==> src/hw/sps_pkg.sv <==
// Constants and types for the synchronous serial port with slave-select gating.
// How it works
// Slave-select honoured only in mode code 0100.
// Select low enables shifting and drives serial_out.
// Select high floats serial_out immediately, mid-byte too.
// Select high resets transfer logic in mode 0100.
// Software enables select control when slave uses edge=1.
// Module reset forces the bit counter to zero.
// Receive-only never drives serial_out; serial_in stays input.
// Master freezes during sleep, resumes afterwards.
// Master completion wakes only when interrupts enabled.
// Slave shifts on external clock; eight bits flag.
// Device reset disables port and aborts transfer.
// SPI modes map to polarity and edge bits.
// sample_phase picks mid or end sample point.
// Control registers RW; status low six read-only.
// address_reload holds address or baud reload value.
// Completed byte moves to buffer, sets flag.
// Buffer write loads buffer and shift register together.
// Software sets I2C pin directions to inputs.
// I2C start and stop conditions raise the flag.
// Mode field selects slave or master clock rate.
// clock_idle_polarity sets serial clock idle level.
// Busy buffer write ignored, sets write_collision_flag.
// Floating serial_out is a deasserted output enable.
package sps_pkg;
  // Register byte offsets on the bus.
  localparam logic [7:0] OFF_BUF = 8'h00;
  localparam logic [7:0] OFF_CON1 = 8'h04;
  localparam logic [7:0] OFF_STAT = 8'h08;
  localparam logic [7:0] OFF_CON2 = 8'h0c;
  localparam logic [7:0] OFF_ADDR = 8'h10;
  localparam logic [7:0] OFF_AUX = 8'h14;
  // Reset values.
  localparam logic [7:0] RST_CON1 = 8'h00;
  localparam logic [7:0] RST_STAT = 8'h00;
  localparam logic [7:0] RST_CON2 = 8'h00;
  localparam logic [7:0] RST_ADDR = 8'h00;
  localparam logic [7:0] RST_AUX = 8'h00;
  // Field positions.
  localparam int CON1_WRITE_COLLISION_FLAG = 7;
  localparam int CON1_OV = 6;
  localparam int CON1_EN = 5;
  localparam int CON1_CKP = 4;
  localparam int STAT_SMP = 7;
  localparam int STAT_CKE = 6;
  localparam int STAT_P = 4;
  localparam int STAT_S = 3;
  localparam int STAT_BF = 0;
  localparam int AUX_IE = 0;
  localparam int AUX_RXONLY = 1;
  localparam int AUX_IRQ = 2;
  // Mode field codes.
  localparam logic [3:0] MODE_MDIV4 = 4'h0;
  localparam logic [3:0] MODE_MDIV16 = 4'h1;
  localparam logic [3:0] MODE_MDIV64 = 4'h2;
  localparam logic [3:0] MODE_MTMR = 4'h3;
  localparam logic [3:0] MODE_SLV_SS = 4'h4;
  localparam logic [3:0] MODE_SLV_NOSS = 4'h5;
  localparam logic [3:0] MODE_I2C_S7SP = 4'he;
  localparam logic [3:0] MODE_I2C_S10SP = 4'hf;
  // Timing: system clock rate and half bit lengths in system clocks.
  localparam int SYS_CLK_HZ = 40_000_000;
  localparam logic [5:0] HALF_DIV4 = 6'd2;
  localparam logic [5:0] HALF_DIV16 = 6'd8;
  localparam logic [5:0] HALF_DIV64 = 6'd32;
  localparam logic [2:0] LAST_BIT = 3'd7;
  localparam logic [1:0] RESP_OKAY = 2'b00;
  localparam logic [1:0] RESP_SLVERR = 2'b10;
  typedef enum logic {SPS_IDLE, SPS_RUN} sps_mst_t;
endpackage

==> src/hw/sps_port.sv <==
// Synchronous serial port core with AXI4-Lite registers and slave-select gating.
//
// Local design decisions: the AXI4-Lite slave port and the register addresses.
`timescale 1ns/1ps
module sps_port
  import sps_pkg::*;
(
  // Clock and reset
  input wire logic SYS_CLK,
  input wire logic RST,
  // AXI4-Lite write
  input wire logic [7:0] S_AXI_AWADDR,
  input wire logic S_AXI_AWVALID,
  output logic S_AXI_AWREADY,
  input wire logic [31:0] S_AXI_WDATA,
  input wire logic [3:0] S_AXI_WSTRB,
  input wire logic S_AXI_WVALID,
  output logic S_AXI_WREADY,
  output logic [1:0] S_AXI_BRESP,
  output logic S_AXI_BVALID,
  input wire logic S_AXI_BREADY,
  // AXI4-Lite read
  input wire logic [7:0] S_AXI_ARADDR,
  input wire logic S_AXI_ARVALID,
  output logic S_AXI_ARREADY,
  output logic [31:0] S_AXI_RDATA,
  output logic [1:0] S_AXI_RRESP,
  output logic S_AXI_RVALID,
  input wire logic S_AXI_RREADY,
  // Serial pins
  input wire logic SCK_IN,
  output logic SCK_OUT,
  output logic SCK_OE_N,
  input wire logic SDI_IN,
  output logic SDO_OUT,
  output logic SDO_OE_N,
  input wire logic SS_N_IN,
  // System
  input wire logic SLEEP,
  input wire logic TIMER_TICK,
  output logic WAKE
);

  ////////////////////////////////////////////////////////////////////////////
  logic [2:0] meta_q, sync_q, old_q;
  logic [7:0] con1_q, stat_q, con2_q, addr_q, aux_q, buf_q, sr_q, sr_n;
  logic [3:0] cnt_q;
  logic [2:0] mbit_q;
  logic [5:0] half_cnt_q, half_len;
  sps_mst_t mstate_q;
  logic half_b_q, out_q, sck_out_q, sdo_oe_n_q, sck_oe_n_q, wake_q;
  logic awready_q, bvalid_q, arready_q, rvalid_q;
  logic [1:0] bresp_q, rresp_q;
  logic [31:0] rdata_q;
  logic sck_s, ss_s, sdi_s, en, clock_idle_polarity, sample_phase, cke, ie, rxonly;
  logic [3:0] mode;
  logic is_master, is_slave, ss_ctl, ss_block, mod_rst, running, busy;
  logic tick, enter_b, end_b, m_done, m_sample, s_lead, s_trail, s_sample, s_shift;
  logic sample_ev, shift_ev, byte_done, i2c_sp, i2c_start, i2c_stop, drive;
  logic wr_fire, wr_en, wr_buf, wr_ok, rd_buf, rd_ok;

  // Pins from the far side pass two flops; bit 0 clock, bit 1 select, bit 2 data.
  always_ff @(posedge SYS_CLK) begin
    meta_q <= {SDI_IN, SS_N_IN, SCK_IN};
    sync_q <= meta_q;
    old_q <= sync_q;
  end

  assign sck_s = sync_q[0];
  assign ss_s = sync_q[1];
  assign sdi_s = sync_q[2];
  assign en = con1_q[CON1_EN];
  assign clock_idle_polarity = con1_q[CON1_CKP];
  assign mode = con1_q[3:0];
  assign sample_phase = stat_q[STAT_SMP];
  assign cke = stat_q[STAT_CKE];
  assign ie = aux_q[AUX_IE];
  assign rxonly = aux_q[AUX_RXONLY];
  assign running = (mstate_q == SPS_RUN);

  ////////////////////////////////////////////////////////////////////////////
  // Mode decode.
  assign is_master = en && (mode[3:2] == 2'b00);
  assign is_slave = en && (mode == MODE_SLV_SS || mode == MODE_SLV_NOSS);
  assign ss_ctl = en && (mode == MODE_SLV_SS);
  assign ss_block = ss_ctl && ss_s;
  assign mod_rst = !en || ss_block;
  assign busy = running || (cnt_q != 4'd0);
  assign i2c_sp = en && (mode == MODE_I2C_S7SP || mode == MODE_I2C_S10SP);

  always_comb begin
    case (mode)
      MODE_MDIV4: half_len = HALF_DIV4;
      MODE_MDIV16: half_len = HALF_DIV16;
      default: half_len = HALF_DIV64;
    endcase
  end

  // Master half-bit ticks stop while asleep so the transfer freezes in place.
  assign tick = running && !SLEEP && ((mode == MODE_MTMR) ? TIMER_TICK : (half_cnt_q == half_len - 6'd1));
  assign enter_b = tick && !half_b_q;
  assign end_b = tick && half_b_q;
  assign m_done = end_b && (mbit_q == LAST_BIT);
  assign m_sample = sample_phase ? end_b : enter_b;

  // Slave edges come from the external clock; the leading edge leaves the idle level.
  // The slave path is sampled by the system clock, so the serial clock must stay well below it.
  assign s_lead = is_slave && !ss_block && (sck_s != clock_idle_polarity) && (old_q[0] == clock_idle_polarity);
  assign s_trail = is_slave && !ss_block && (sck_s == clock_idle_polarity) && (old_q[0] != clock_idle_polarity);
  assign s_sample = cke ? s_lead : s_trail;
  assign s_shift = cke ? s_trail : s_lead;

  assign sample_ev = m_sample || s_sample;
  assign shift_ev = (end_b && !m_done) || s_shift;
  assign sr_n = sample_ev ? {sr_q[6:0], sdi_s} : sr_q;
  assign byte_done = m_done || (s_sample && cnt_q == 4'd7);

  // I2C start and stop: data moves while the clock stays high.
  assign i2c_start = i2c_sp && sck_s && old_q[0] && old_q[2] && !sdi_s;
  assign i2c_stop = i2c_sp && sck_s && old_q[0] && !old_q[2] && sdi_s;

  ////////////////////////////////////////////////////////////////////////////
  // Bus write decode; the master holds address and data until the accept edge.
  assign wr_fire = awready_q;
  assign wr_en = wr_fire && S_AXI_WSTRB[0];
  assign wr_buf = wr_en && (S_AXI_AWADDR == OFF_BUF);
  assign rd_buf = arready_q && (S_AXI_ARADDR == OFF_BUF);
  assign wr_ok = (S_AXI_AWADDR == OFF_BUF) || (S_AXI_AWADDR == OFF_CON1) || (S_AXI_AWADDR == OFF_STAT)
    || (S_AXI_AWADDR == OFF_CON2) || (S_AXI_AWADDR == OFF_ADDR) || (S_AXI_AWADDR == OFF_AUX);
  assign rd_ok = (S_AXI_ARADDR == OFF_BUF) || (S_AXI_ARADDR == OFF_CON1) || (S_AXI_ARADDR == OFF_STAT)
    || (S_AXI_ARADDR == OFF_CON2) || (S_AXI_ARADDR == OFF_ADDR) || (S_AXI_ARADDR == OFF_AUX);

  always_ff @(posedge SYS_CLK) begin
    if (RST) begin
      awready_q <= 1'b0;
      bvalid_q <= 1'b0;
      bresp_q <= RESP_OKAY;
    end else begin
      awready_q <= S_AXI_AWVALID && S_AXI_WVALID && !awready_q && !bvalid_q;
      if (wr_fire) begin
        bvalid_q <= 1'b1;
        bresp_q <= wr_ok ? RESP_OKAY : RESP_SLVERR;
      end else if (S_AXI_BREADY) begin
        bvalid_q <= 1'b0;
      end
    end
  end

  always_ff @(posedge SYS_CLK) begin
    if (RST) begin
      arready_q <= 1'b0;
      rvalid_q <= 1'b0;
      rdata_q <= 32'h0;
      rresp_q <= RESP_OKAY;
    end else begin
      arready_q <= S_AXI_ARVALID && !arready_q && !rvalid_q;
      if (arready_q) begin
        rvalid_q <= 1'b1;
        rresp_q <= rd_ok ? RESP_OKAY : RESP_SLVERR;
        case (S_AXI_ARADDR)
          OFF_BUF: rdata_q <= {24'h0, buf_q};
          OFF_CON1: rdata_q <= {24'h0, con1_q};
          OFF_STAT: rdata_q <= {24'h0, stat_q};
          OFF_CON2: rdata_q <= {24'h0, con2_q};
          OFF_ADDR: rdata_q <= {24'h0, addr_q};
          OFF_AUX: rdata_q <= {24'h0, aux_q};
          default: rdata_q <= 32'h0;
        endcase
      end else if (S_AXI_RREADY) begin
        rvalid_q <= 1'b0;
      end
    end
  end

  ////////////////////////////////////////////////////////////////////////////
  // Control one: collision and overflow are set by hardware, cleared by writing zero.
  always_ff @(posedge SYS_CLK) begin
    if (RST) begin
      con1_q <= RST_CON1;
    end else begin
      if (wr_en && S_AXI_AWADDR == OFF_CON1) begin
        con1_q <= S_AXI_WDATA[7:0];
      end
      if (wr_buf && busy) begin
        con1_q[CON1_WRITE_COLLISION_FLAG] <= 1'b1;
      end
      // A read that empties the buffer in the same cycle lets the new byte in instead.
      if (byte_done && stat_q[STAT_BF] && !rd_buf) begin
        con1_q[CON1_OV] <= 1'b1;
      end
    end
  end

  // Status: upper two bits writable, lower six owned by hardware.
  always_ff @(posedge SYS_CLK) begin
    if (RST) begin
      stat_q <= RST_STAT;
    end else begin
      if (wr_en && S_AXI_AWADDR == OFF_STAT) begin
        stat_q[7:6] <= S_AXI_WDATA[7:6];
      end
      if (rd_buf) begin
        stat_q[STAT_BF] <= 1'b0;
      end
      if (byte_done && (!stat_q[STAT_BF] || rd_buf)) begin
        stat_q[STAT_BF] <= 1'b1;
      end
      if (!en) begin
        stat_q[STAT_P] <= 1'b0;
        stat_q[STAT_S] <= 1'b0;
      end else if (i2c_start) begin
        stat_q[STAT_S] <= 1'b1;
        stat_q[STAT_P] <= 1'b0;
      end else if (i2c_stop) begin
        stat_q[STAT_P] <= 1'b1;
        stat_q[STAT_S] <= 1'b0;
      end
    end
  end

  // Control two and address/reload are plain storage at this level.
  always_ff @(posedge SYS_CLK) begin
    if (RST) begin
      con2_q <= RST_CON2;
      addr_q <= RST_ADDR;
    end else begin
      if (wr_en && S_AXI_AWADDR == OFF_CON2) begin
        con2_q <= S_AXI_WDATA[7:0];
      end
      if (wr_en && S_AXI_AWADDR == OFF_ADDR) begin
        addr_q <= S_AXI_WDATA[7:0];
      end
    end
  end

  // Auxiliary: interrupt enable, receive-only, and the sticky port flag cleared by writing one.
  always_ff @(posedge SYS_CLK) begin
    if (RST) begin
      aux_q <= RST_AUX;
    end else begin
      if (wr_en && S_AXI_AWADDR == OFF_AUX) begin
        aux_q[AUX_IE] <= S_AXI_WDATA[AUX_IE];
        aux_q[AUX_RXONLY] <= S_AXI_WDATA[AUX_RXONLY];
        if (S_AXI_WDATA[AUX_IRQ]) begin
          aux_q[AUX_IRQ] <= 1'b0;
        end
      end
      if (byte_done || i2c_start || i2c_stop) begin
        aux_q[AUX_IRQ] <= 1'b1;
      end
    end
  end

  ////////////////////////////////////////////////////////////////////////////
  // Buffer and shift register; a received byte is dropped while the buffer is still full.
  always_ff @(posedge SYS_CLK) begin
    if (RST) begin
      buf_q <= 8'h00;
      sr_q <= 8'h00;
      out_q <= 1'b0;
    end else if (wr_buf && !busy) begin
      buf_q <= S_AXI_WDATA[7:0];
      sr_q <= S_AXI_WDATA[7:0];
      out_q <= S_AXI_WDATA[7];
    end else begin
      sr_q <= sr_n;
      if (shift_ev) begin
        out_q <= sr_n[7];
      end
      if (byte_done && (!stat_q[STAT_BF] || rd_buf)) begin
        buf_q <= sr_n;
      end
    end
  end

  // Bit counter for both directions.
  always_ff @(posedge SYS_CLK) begin
    if (RST || mod_rst) begin
      cnt_q <= 4'd0;
    end else if (byte_done) begin
      cnt_q <= 4'd0;
    end else if (sample_ev) begin
      cnt_q <= cnt_q + 4'd1;
    end
  end

  // Master sequencer: two half bits per bit, clock toggles at each half.
  always_ff @(posedge SYS_CLK) begin
    if (RST || !is_master) begin
      mstate_q <= SPS_IDLE;
      half_b_q <= 1'b0;
      half_cnt_q <= 6'd0;
      mbit_q <= 3'd0;
      sck_out_q <= clock_idle_polarity;
    end else begin
      case (mstate_q)
        SPS_IDLE: begin
          sck_out_q <= clock_idle_polarity;
          half_b_q <= 1'b0;
          half_cnt_q <= 6'd0;
          mbit_q <= 3'd0;
          if (wr_buf && !busy) begin
            mstate_q <= SPS_RUN;
            sck_out_q <= cke ? clock_idle_polarity : !clock_idle_polarity;
          end
        end
        SPS_RUN: begin
          if (!SLEEP) begin
            half_cnt_q <= tick ? 6'd0 : half_cnt_q + 6'd1;
          end
          if (tick) begin
            half_b_q <= !half_b_q;
            sck_out_q <= !sck_out_q;
          end
          if (end_b) begin
            mbit_q <= mbit_q + 3'd1;
          end
          if (m_done) begin
            mstate_q <= SPS_IDLE;
            sck_out_q <= clock_idle_polarity;
          end
        end
        default: mstate_q <= SPS_IDLE;
      endcase
    end
  end

  ////////////////////////////////////////////////////////////////////////////
  // Pin enables; serial_out floats as soon as select goes high, even mid-byte.
  // Software must select control mode 0100 for a slave using edge one, else a slipped bit never recovers.
  assign drive = en && !rxonly && (is_master || mode == MODE_SLV_NOSS || (ss_ctl && !ss_s));

  always_ff @(posedge SYS_CLK) begin
    if (RST) begin
      sdo_oe_n_q <= 1'b1;
      sck_oe_n_q <= 1'b1;
      wake_q <= 1'b0;
    end else begin
      sdo_oe_n_q <= !drive;
      sck_oe_n_q <= !is_master;
      wake_q <= SLEEP && ie && aux_q[AUX_IRQ];
    end
  end

  assign S_AXI_AWREADY = awready_q;
  assign S_AXI_WREADY = awready_q;
  assign S_AXI_BVALID = bvalid_q;
  assign S_AXI_BRESP = bresp_q;
  assign S_AXI_ARREADY = arready_q;
  assign S_AXI_RVALID = rvalid_q;
  assign S_AXI_RDATA = rdata_q;
  assign S_AXI_RRESP = rresp_q;
  assign SCK_OUT = sck_out_q;
  assign SCK_OE_N = sck_oe_n_q;
  assign SDO_OUT = out_q;
  assign SDO_OE_N = sdo_oe_n_q;
  assign WAKE = wake_q;
endmodule // sps_port

==> config.mk <==
export PLATFORM = sky130hd
export DESIGN_NAME = sps_port
export DESIGN_NICKNAME = d
export VERILOG_FILES = /design/src/hw/sps_pkg.sv /design/src/hw/sps_port.sv
export SDC_FILE = /design/constraint.sdc
export NUM_CORES = 1
export LEC_CHECK = 0
export BUFFER_PORTS_ARGS = -buffer_cell sky130_fd_sc_hd__buf_4
export CAP_MARGIN = 0
export CORE_ASPECT_RATIO = 1.5
export CORE_MARGIN = 1.5
export CORE_UTILIZATION = 53
export CTS_BUF_LIST = sky130_fd_sc_hd__clkbuf_4 sky130_fd_sc_hd__clkbuf_8 sky130_fd_sc_hd__clkbuf_16
export CTS_CLUSTER_SIZE = 20
export DETAILED_ROUTE_END_ITERATION = 10
export PLACE_DENSITY = 0.79
export RECOVER_POWER = 25
export SYNTH_ARGS = -nofsm -noshare
export SYNTH_HDL_FRONTEND = slang
export SYNTH_SLANG_ARGS = --single-unit
==> constraint.sdc <==
create_clock -name SYS_CLK -period 3.3 [get_ports SYS_CLK]
set_clock_uncertainty 0.1 [all_clocks]
set_input_delay 0.33 -clock SYS_CLK [delete_from_list [all_inputs] [get_ports SYS_CLK]]
set_output_delay 0.33 -clock SYS_CLK [all_outputs]
set_load 0.01 [all_outputs]
# Yosys cells after proc, flatten, opt, wreduce, memory -nomap -nowiden
# Index checks and enable logic that the tools add are counted.
[totals]
register_bits = 117
latch_bits = 0
ramBits = 0
rom_bits = 0
input_bits = 64
out_inout_bits = 46
elab_cells = 219
n_memories = 0
[op_classes]
add_sub_neg = 4
n_mul = 0
div = 0
order_cmp = 0
eq_ne = 27
shifts = 0
n_mux = 44
bitwise = 2
reduce_logical = 109
[op_table]
columns = ["operator", "n"]
rows = [
  ["$pmux W8 S6", 1],
  ["$logic_and A1 B1 Y1", 46],
  ["$mux W8", 5],
  ["$eq A8 B4 Y1 const B", 4],
  ["$eq A8 B5 Y1 const B", 4],
  ["$mux W1", 26],
  ["$logic_or A1 B1 Y1", 24],
  ["$pmux W6 S2", 2],
  ["$logic_not A1 Y1", 20],
  ["$reduce_bool A2 Y1", 10],
  ["$eq A8 B3 Y1 const B", 2],
  ["$logic_not A8 Y1", 2],
  ["$eq A4 B3 Y1 const B", 3],
  ["$mux W6", 2],
  ["$eq A4 B4 Y1 const B", 2],
  ["$add A6 B1 Y6 const B", 1],
  ["$eq A6 B6 Y1", 1],
  ["$mux W3", 2],
  ["$pmux W1 S2", 3],
  ["$pmux W3 S2", 1],
  ["$sub A6 B1 Y6 const B", 1],
  ["$add A4 B1 Y4 const B", 1],
  ["$eq A4 B1 Y1 const B", 1],
  ["$eq A4 B2 Y1 const B", 1],
  ["15 further kinds", 21],
]

# Depth between registers and ports, before layout
[depth]
ltp_word = 14
ltp_mapped = 11
ltp_nobuf = 9

# Worst setup path before layout
# No wires, ideal clock.
[synth_path]
kind = "reg-to-reg"
start = "register con1_q[1]"
end = "register buf_q[0]"
setup_ps = 126
t_arrival_ps = 2503
t_required_ps = 3074
slack_ps = 571
path_stages_with_launch = 11
path_buffers = 1
period_less_slack_ps = 2729
path_cell_list = "dfxtp_1 -> clkbuf_1 -> nor3_1 -> nand2_1 -> ha_1 -> xnor2_1 -> mux2i_1 -> o2111a_1 -> a221oi_1 -> nand2b_1 -> o21ai_0"
[synth_between]
elab_chain_len = 12
word_cells_on_any_way = 33
classes_between = "add/sub (1); eq/ne (5); mux (7); reduce/logical (20)"
[synth_rtl]
columns = ["element", "line_no", "text"]
rows = [
  ["from (decl)", "sps_port.sv:46", "logic [7:0] con1_q, stat_q, con2_q, addr_q, aux_q, buf_q, sr_q, sr_n;"],
  ["from (signal assigned)", "sps_port.sv:182", "con1_q <= S_AXI_WDATA[7:0];"],
  ["$eq A4 B1 Y1, or another cell as far along", "sps_port.sv:92", "case (mode)"],
  ["$pmux W6 S2 / $logic_and A1 B1 Y1 (equally long branches)", "sps_port.sv:92, sps_port.sv:85", ""],
  ["$sub A6 B1 Y6 / $logic_and A1 B1 Y1 (equally long branches)", "sps_port.sv:100, sps_port.sv:86", ""],
  ["$eq A6 B6 Y1 / $logic_not A1 Y1 (equally long branches)", "sps_port.sv:100, sps_port.sv:108, sps_port.sv:109", ""],
  ["$mux W1 / $logic_and A1 B1 Y1 (equally long branches)", "sps_port.sv:100, sps_port.sv:108, sps_port.sv:109", ""],
  ["$logic_and A1 B1 Y1, on equally long branches", "sps_port.sv:100, sps_port.sv:108, sps_port.sv:109", ""],
  ["$logic_and A1 B1 Y1, on equally long branches", "-", ""],
  ["$mux W1, on equally long branches", "sps_port.sv:104, sps_port.sv:110", ""],
  ["$logic_or A1 B1 Y1 / $logic_and A1 B1 Y1 (equally long branches)", "sps_port.sv:113, sps_port.sv:116", ""],
  ["$mux W8 / $logic_or A1 B1 Y1 (equally long branches)", "sps_port.sv:115, sps_port.sv:116", ""],
  ["$mux W8 / $logic_and A1 B1 Y1 (equally long branches)", "sps_port.sv:270", "if (byte_done && (!stat_q[STAT_BF] || rd_buf)) begin"],
  ["$mux W8 / $reduce_bool A2 Y1 (equally long branches)", "-", ""],
  ["to (signal assigned)", "sps_port.sv:262", "buf_q <= S_AXI_WDATA[7:0];"],
  ["to (signal assigned)", "sps_port.sv:271", "buf_q <= sr_n;"],
  ["to (decl)", "sps_port.sv:46", ""],
]
# Parallel ways exist; a longest one is shown, timed or not. The select of a mux whose other input is x is not followed.
# A chain may end at the register's enable or synchronous reset.

# Final worst setup path
[layout_path]
start = "register con1_q[1]"
end = "register buf_q[4]"
# The elaborated chain is that of the path after synthesis.

==> run metrics <==
outcome=finished, final reports clean; Cell Pwr Density=447 nW/um^2; WL per Instance=16.5 um; crit path capture type=flop; post-route setup TNS=0 ns; P_sw=495 uW; initial core utilization=between 50 and 60%; GP Congestion=0.955; cell count after synthesis=532; power share of the combinational group=5.5%; Async SR Flop Fraction=0%; unrepaired setup endpoints after global routing=false; Max IR drop VDD=0.304 mV; Most used DFF post-synth=dfxtp_1; nets=658; CP delay by family, top=compound AO/OA/AOI/OAI gates; measured slew at the worst slew-check pin=0.789 ns; Avg Inst Size Synth=8.33 um^2; number of synthesized flops with an enable pin=1; DRT Pass-1 Iters=6; FF-to-FF path depth=10; Pleak=0.00193 uW; number of cells in the finished layout apart from fillers=697; post-synthesis sequential area ratio=40.9%; Die Y=115 um; clock latency on the worst-skew pair=about 0.34 ns; achievable frequency=~0.34 GHz; Clock transition at path regs=0.06 ns; Hold Path Stages=3; overall global routing resource usage=27.1%; clk buf depth=2; Routed Antenna Nets=0; Max stage delay on crit path=~0.58 ns; HP Class=in -> reg; Chip Width=77.7 um; Data required, critical path=3.42 ns; DRC Markers=0; final hold violations=0; max cap viols=0; number of global-route vias before repair=3,821; Arr. time, crit path=between 3 and 4 ns; Routed WL=11,500 um; most frequent CP cell=mux2i_1; Synth Warn #=0; flops & latches, synth=90; layout cells sized above 1=14.7%; clk sinks=90; critical path cell sequence=nor3_1 > nand2_1 > ha_1 > xnor2_1 > mux2i_1 > o2111a_1 > a21oi_2 > buf_4 > mux2i_1 > o21ai_0; Slew Limit Fails=0; dpl hpwl=a little over 8000 um; Core Rows=40; Slowest-stage cell, CP=a21oi_2; Synth area leader=dfxtp_1; # IOs=110; largest net degree at the start of global routing=49; switching fraction of total power=a little over a fifth; CP startpoint kind=flop; routed vias/inst=5.87; Flop pwr share=48.1%; list of most frequent post-synthesis cells=dfxtp_1, nand2_1, a21oi_1; TritonCTS Buffers=9; Tmin final=2.92 ns; post-synth top area share=between 40% and 50%; root buf cell=clkbuf_16; critical path peak fanout=12; CTS tree=built; cell area after synthesis=approximately 4400 um^2; core area=approximately 8100 um^2; Area contributors post-synth=dfxtp_1, a21oi_1, nand2_1, mux2i_1, buf_4; 1st-iter DRT viols=343; P&R area growth vs syn=16.5%; Final period util=88.5%; top-count cell post-synth=dfxtp_1; Worst path depth=10; vias=4,088; port bufs=56; CP bufs+invs=1; Cells after DPL=678; diode count=0; setup bufs post-CTS=0; internal cell power=1810 uW; max_slew headroom=47.3%; # H-tree levels=3; CP Class=reg -> reg; synth unique cells=58; GR Overflow Total=0; die area=8930 um^2; initial antenna violation count=0; first-pass GRT wire length=18,700 um; setup violators final=0; share of total power in the clock network=46.5%
-- registers in the layout, summed over array words and instances (netlist names), 2 cells and up --
name	cells
cnt_q	4
old_q	2
buf_q	8
sync_q	3
aux_q	3
meta_q	3
con1_q	8
sr_q	8
mbit_q	3
con2_q	8
stat_q	5
half_cnt_q	6
S_AXI_RDATA	8
addr_q	8
-- power groups by stage --
stage	Combinational (uW)	Clock, uW	Sequential [uW]
after floorplan	79.8	0	1130
after global placement	121	0	1130
after detailed placement	123	0	1130
after CTS	126	1080	1110
after global routing	136	1140	1110
final	126	1070	1110
-- what timing repair did --
action	CTS	global route
endpoints found under the hold margin	3	0
hold buffers	3	0
gates resized for setup	0	1
endpoints found under the setup margin	0	8
-- cell usage in the layout (no fill, tap or decap), drive strengths merged, types with 5 or more instances in the layout --
master,count
a21oi,54
o22ai,5
dfxtp,89
o21ai,26
buf,51
nor2,39
nand3,19
nand2b,6
conb,26
nand2,69
a22oi,20
xor2,6
and2,10
nor3,11
nor2b,14
ha,7
nor4,5
inv,14
mux2i,21
clkbuf,32
-- tightest hold or removal path: stages --
cell and delay, ns:
buf_4 0.11, nand2_1 0.05, nor4_1 0.04
-- cell type report --
type,instances,area (um^2)
fillers,689,2900
clock buffers,14,282
well taps,105,131
flip-flops and latches,90,1810
inverters,14,52.6
repair buffers,72,492
clock inverters,2,35.0
multi-input cells,400,2360
-- layer usage --
layer  routed length, um  GRT usage, %
met3                 693          4.52
met2                5950          48.8
met1                4380          30.3
met5                   0             0
met4                 464          13.9
-- worst paths after layout --
check	slack [ns]	startpoint	end
worst min register to register	0.23	meta_q[2]$_DFF_P_	sync_q[2]$_DFF_P_
worst max-delay path	0.38	con1_q[1]$_SDFFE_PP0P_	buf_q[4]$_SDFFE_PP0P_
worst min-delay path	0.13	S_AXI_WVALID	S_AXI_AWREADY$_SDFF_PP0_
worst max register to register	0.38	con1_q[1]$_SDFFE_PP0P_	buf_q[4]$_SDFFE_PP0P_
-- cells by family after synthesis --
| group | synth area share (%) |
|---|---|
| AOI/OAI and AO/OA | 18.0 |
| adders and majority gates | 1.98 |
| xor gates and xnor gates | 1.98 |
| muxes | 5.76 |
| other | 0.0846 |
| DFF | 40.9 |
| and+or+nand+nor | 23.1 |
| buffers and inverters | 8.22 |
-- through the flow --
stage / area, um^2 / utilization, % / power, uW / setup slack [ns] / hold WS (ns)
4_1_cts: 5220 / 64.7 / 2310 / 0.0201 / 0.127
2_1_floorplan: 4520 / - / 1210 / 0.571 / 0.210
5_1_grt: 5160 / 64.1 / 2380 / 0.168 / 0.138
3_3_place_gp: 4870 / 60.4 / 1250 / 0.168 / 0.214
6_report: 5160 / 64.1 / 2310 / 0.379 / 0.134
3_5_place_dp: 4870 / 60.4 / 1260 / 0.0467 / 0.217
(Power assumes the default switching activity.)
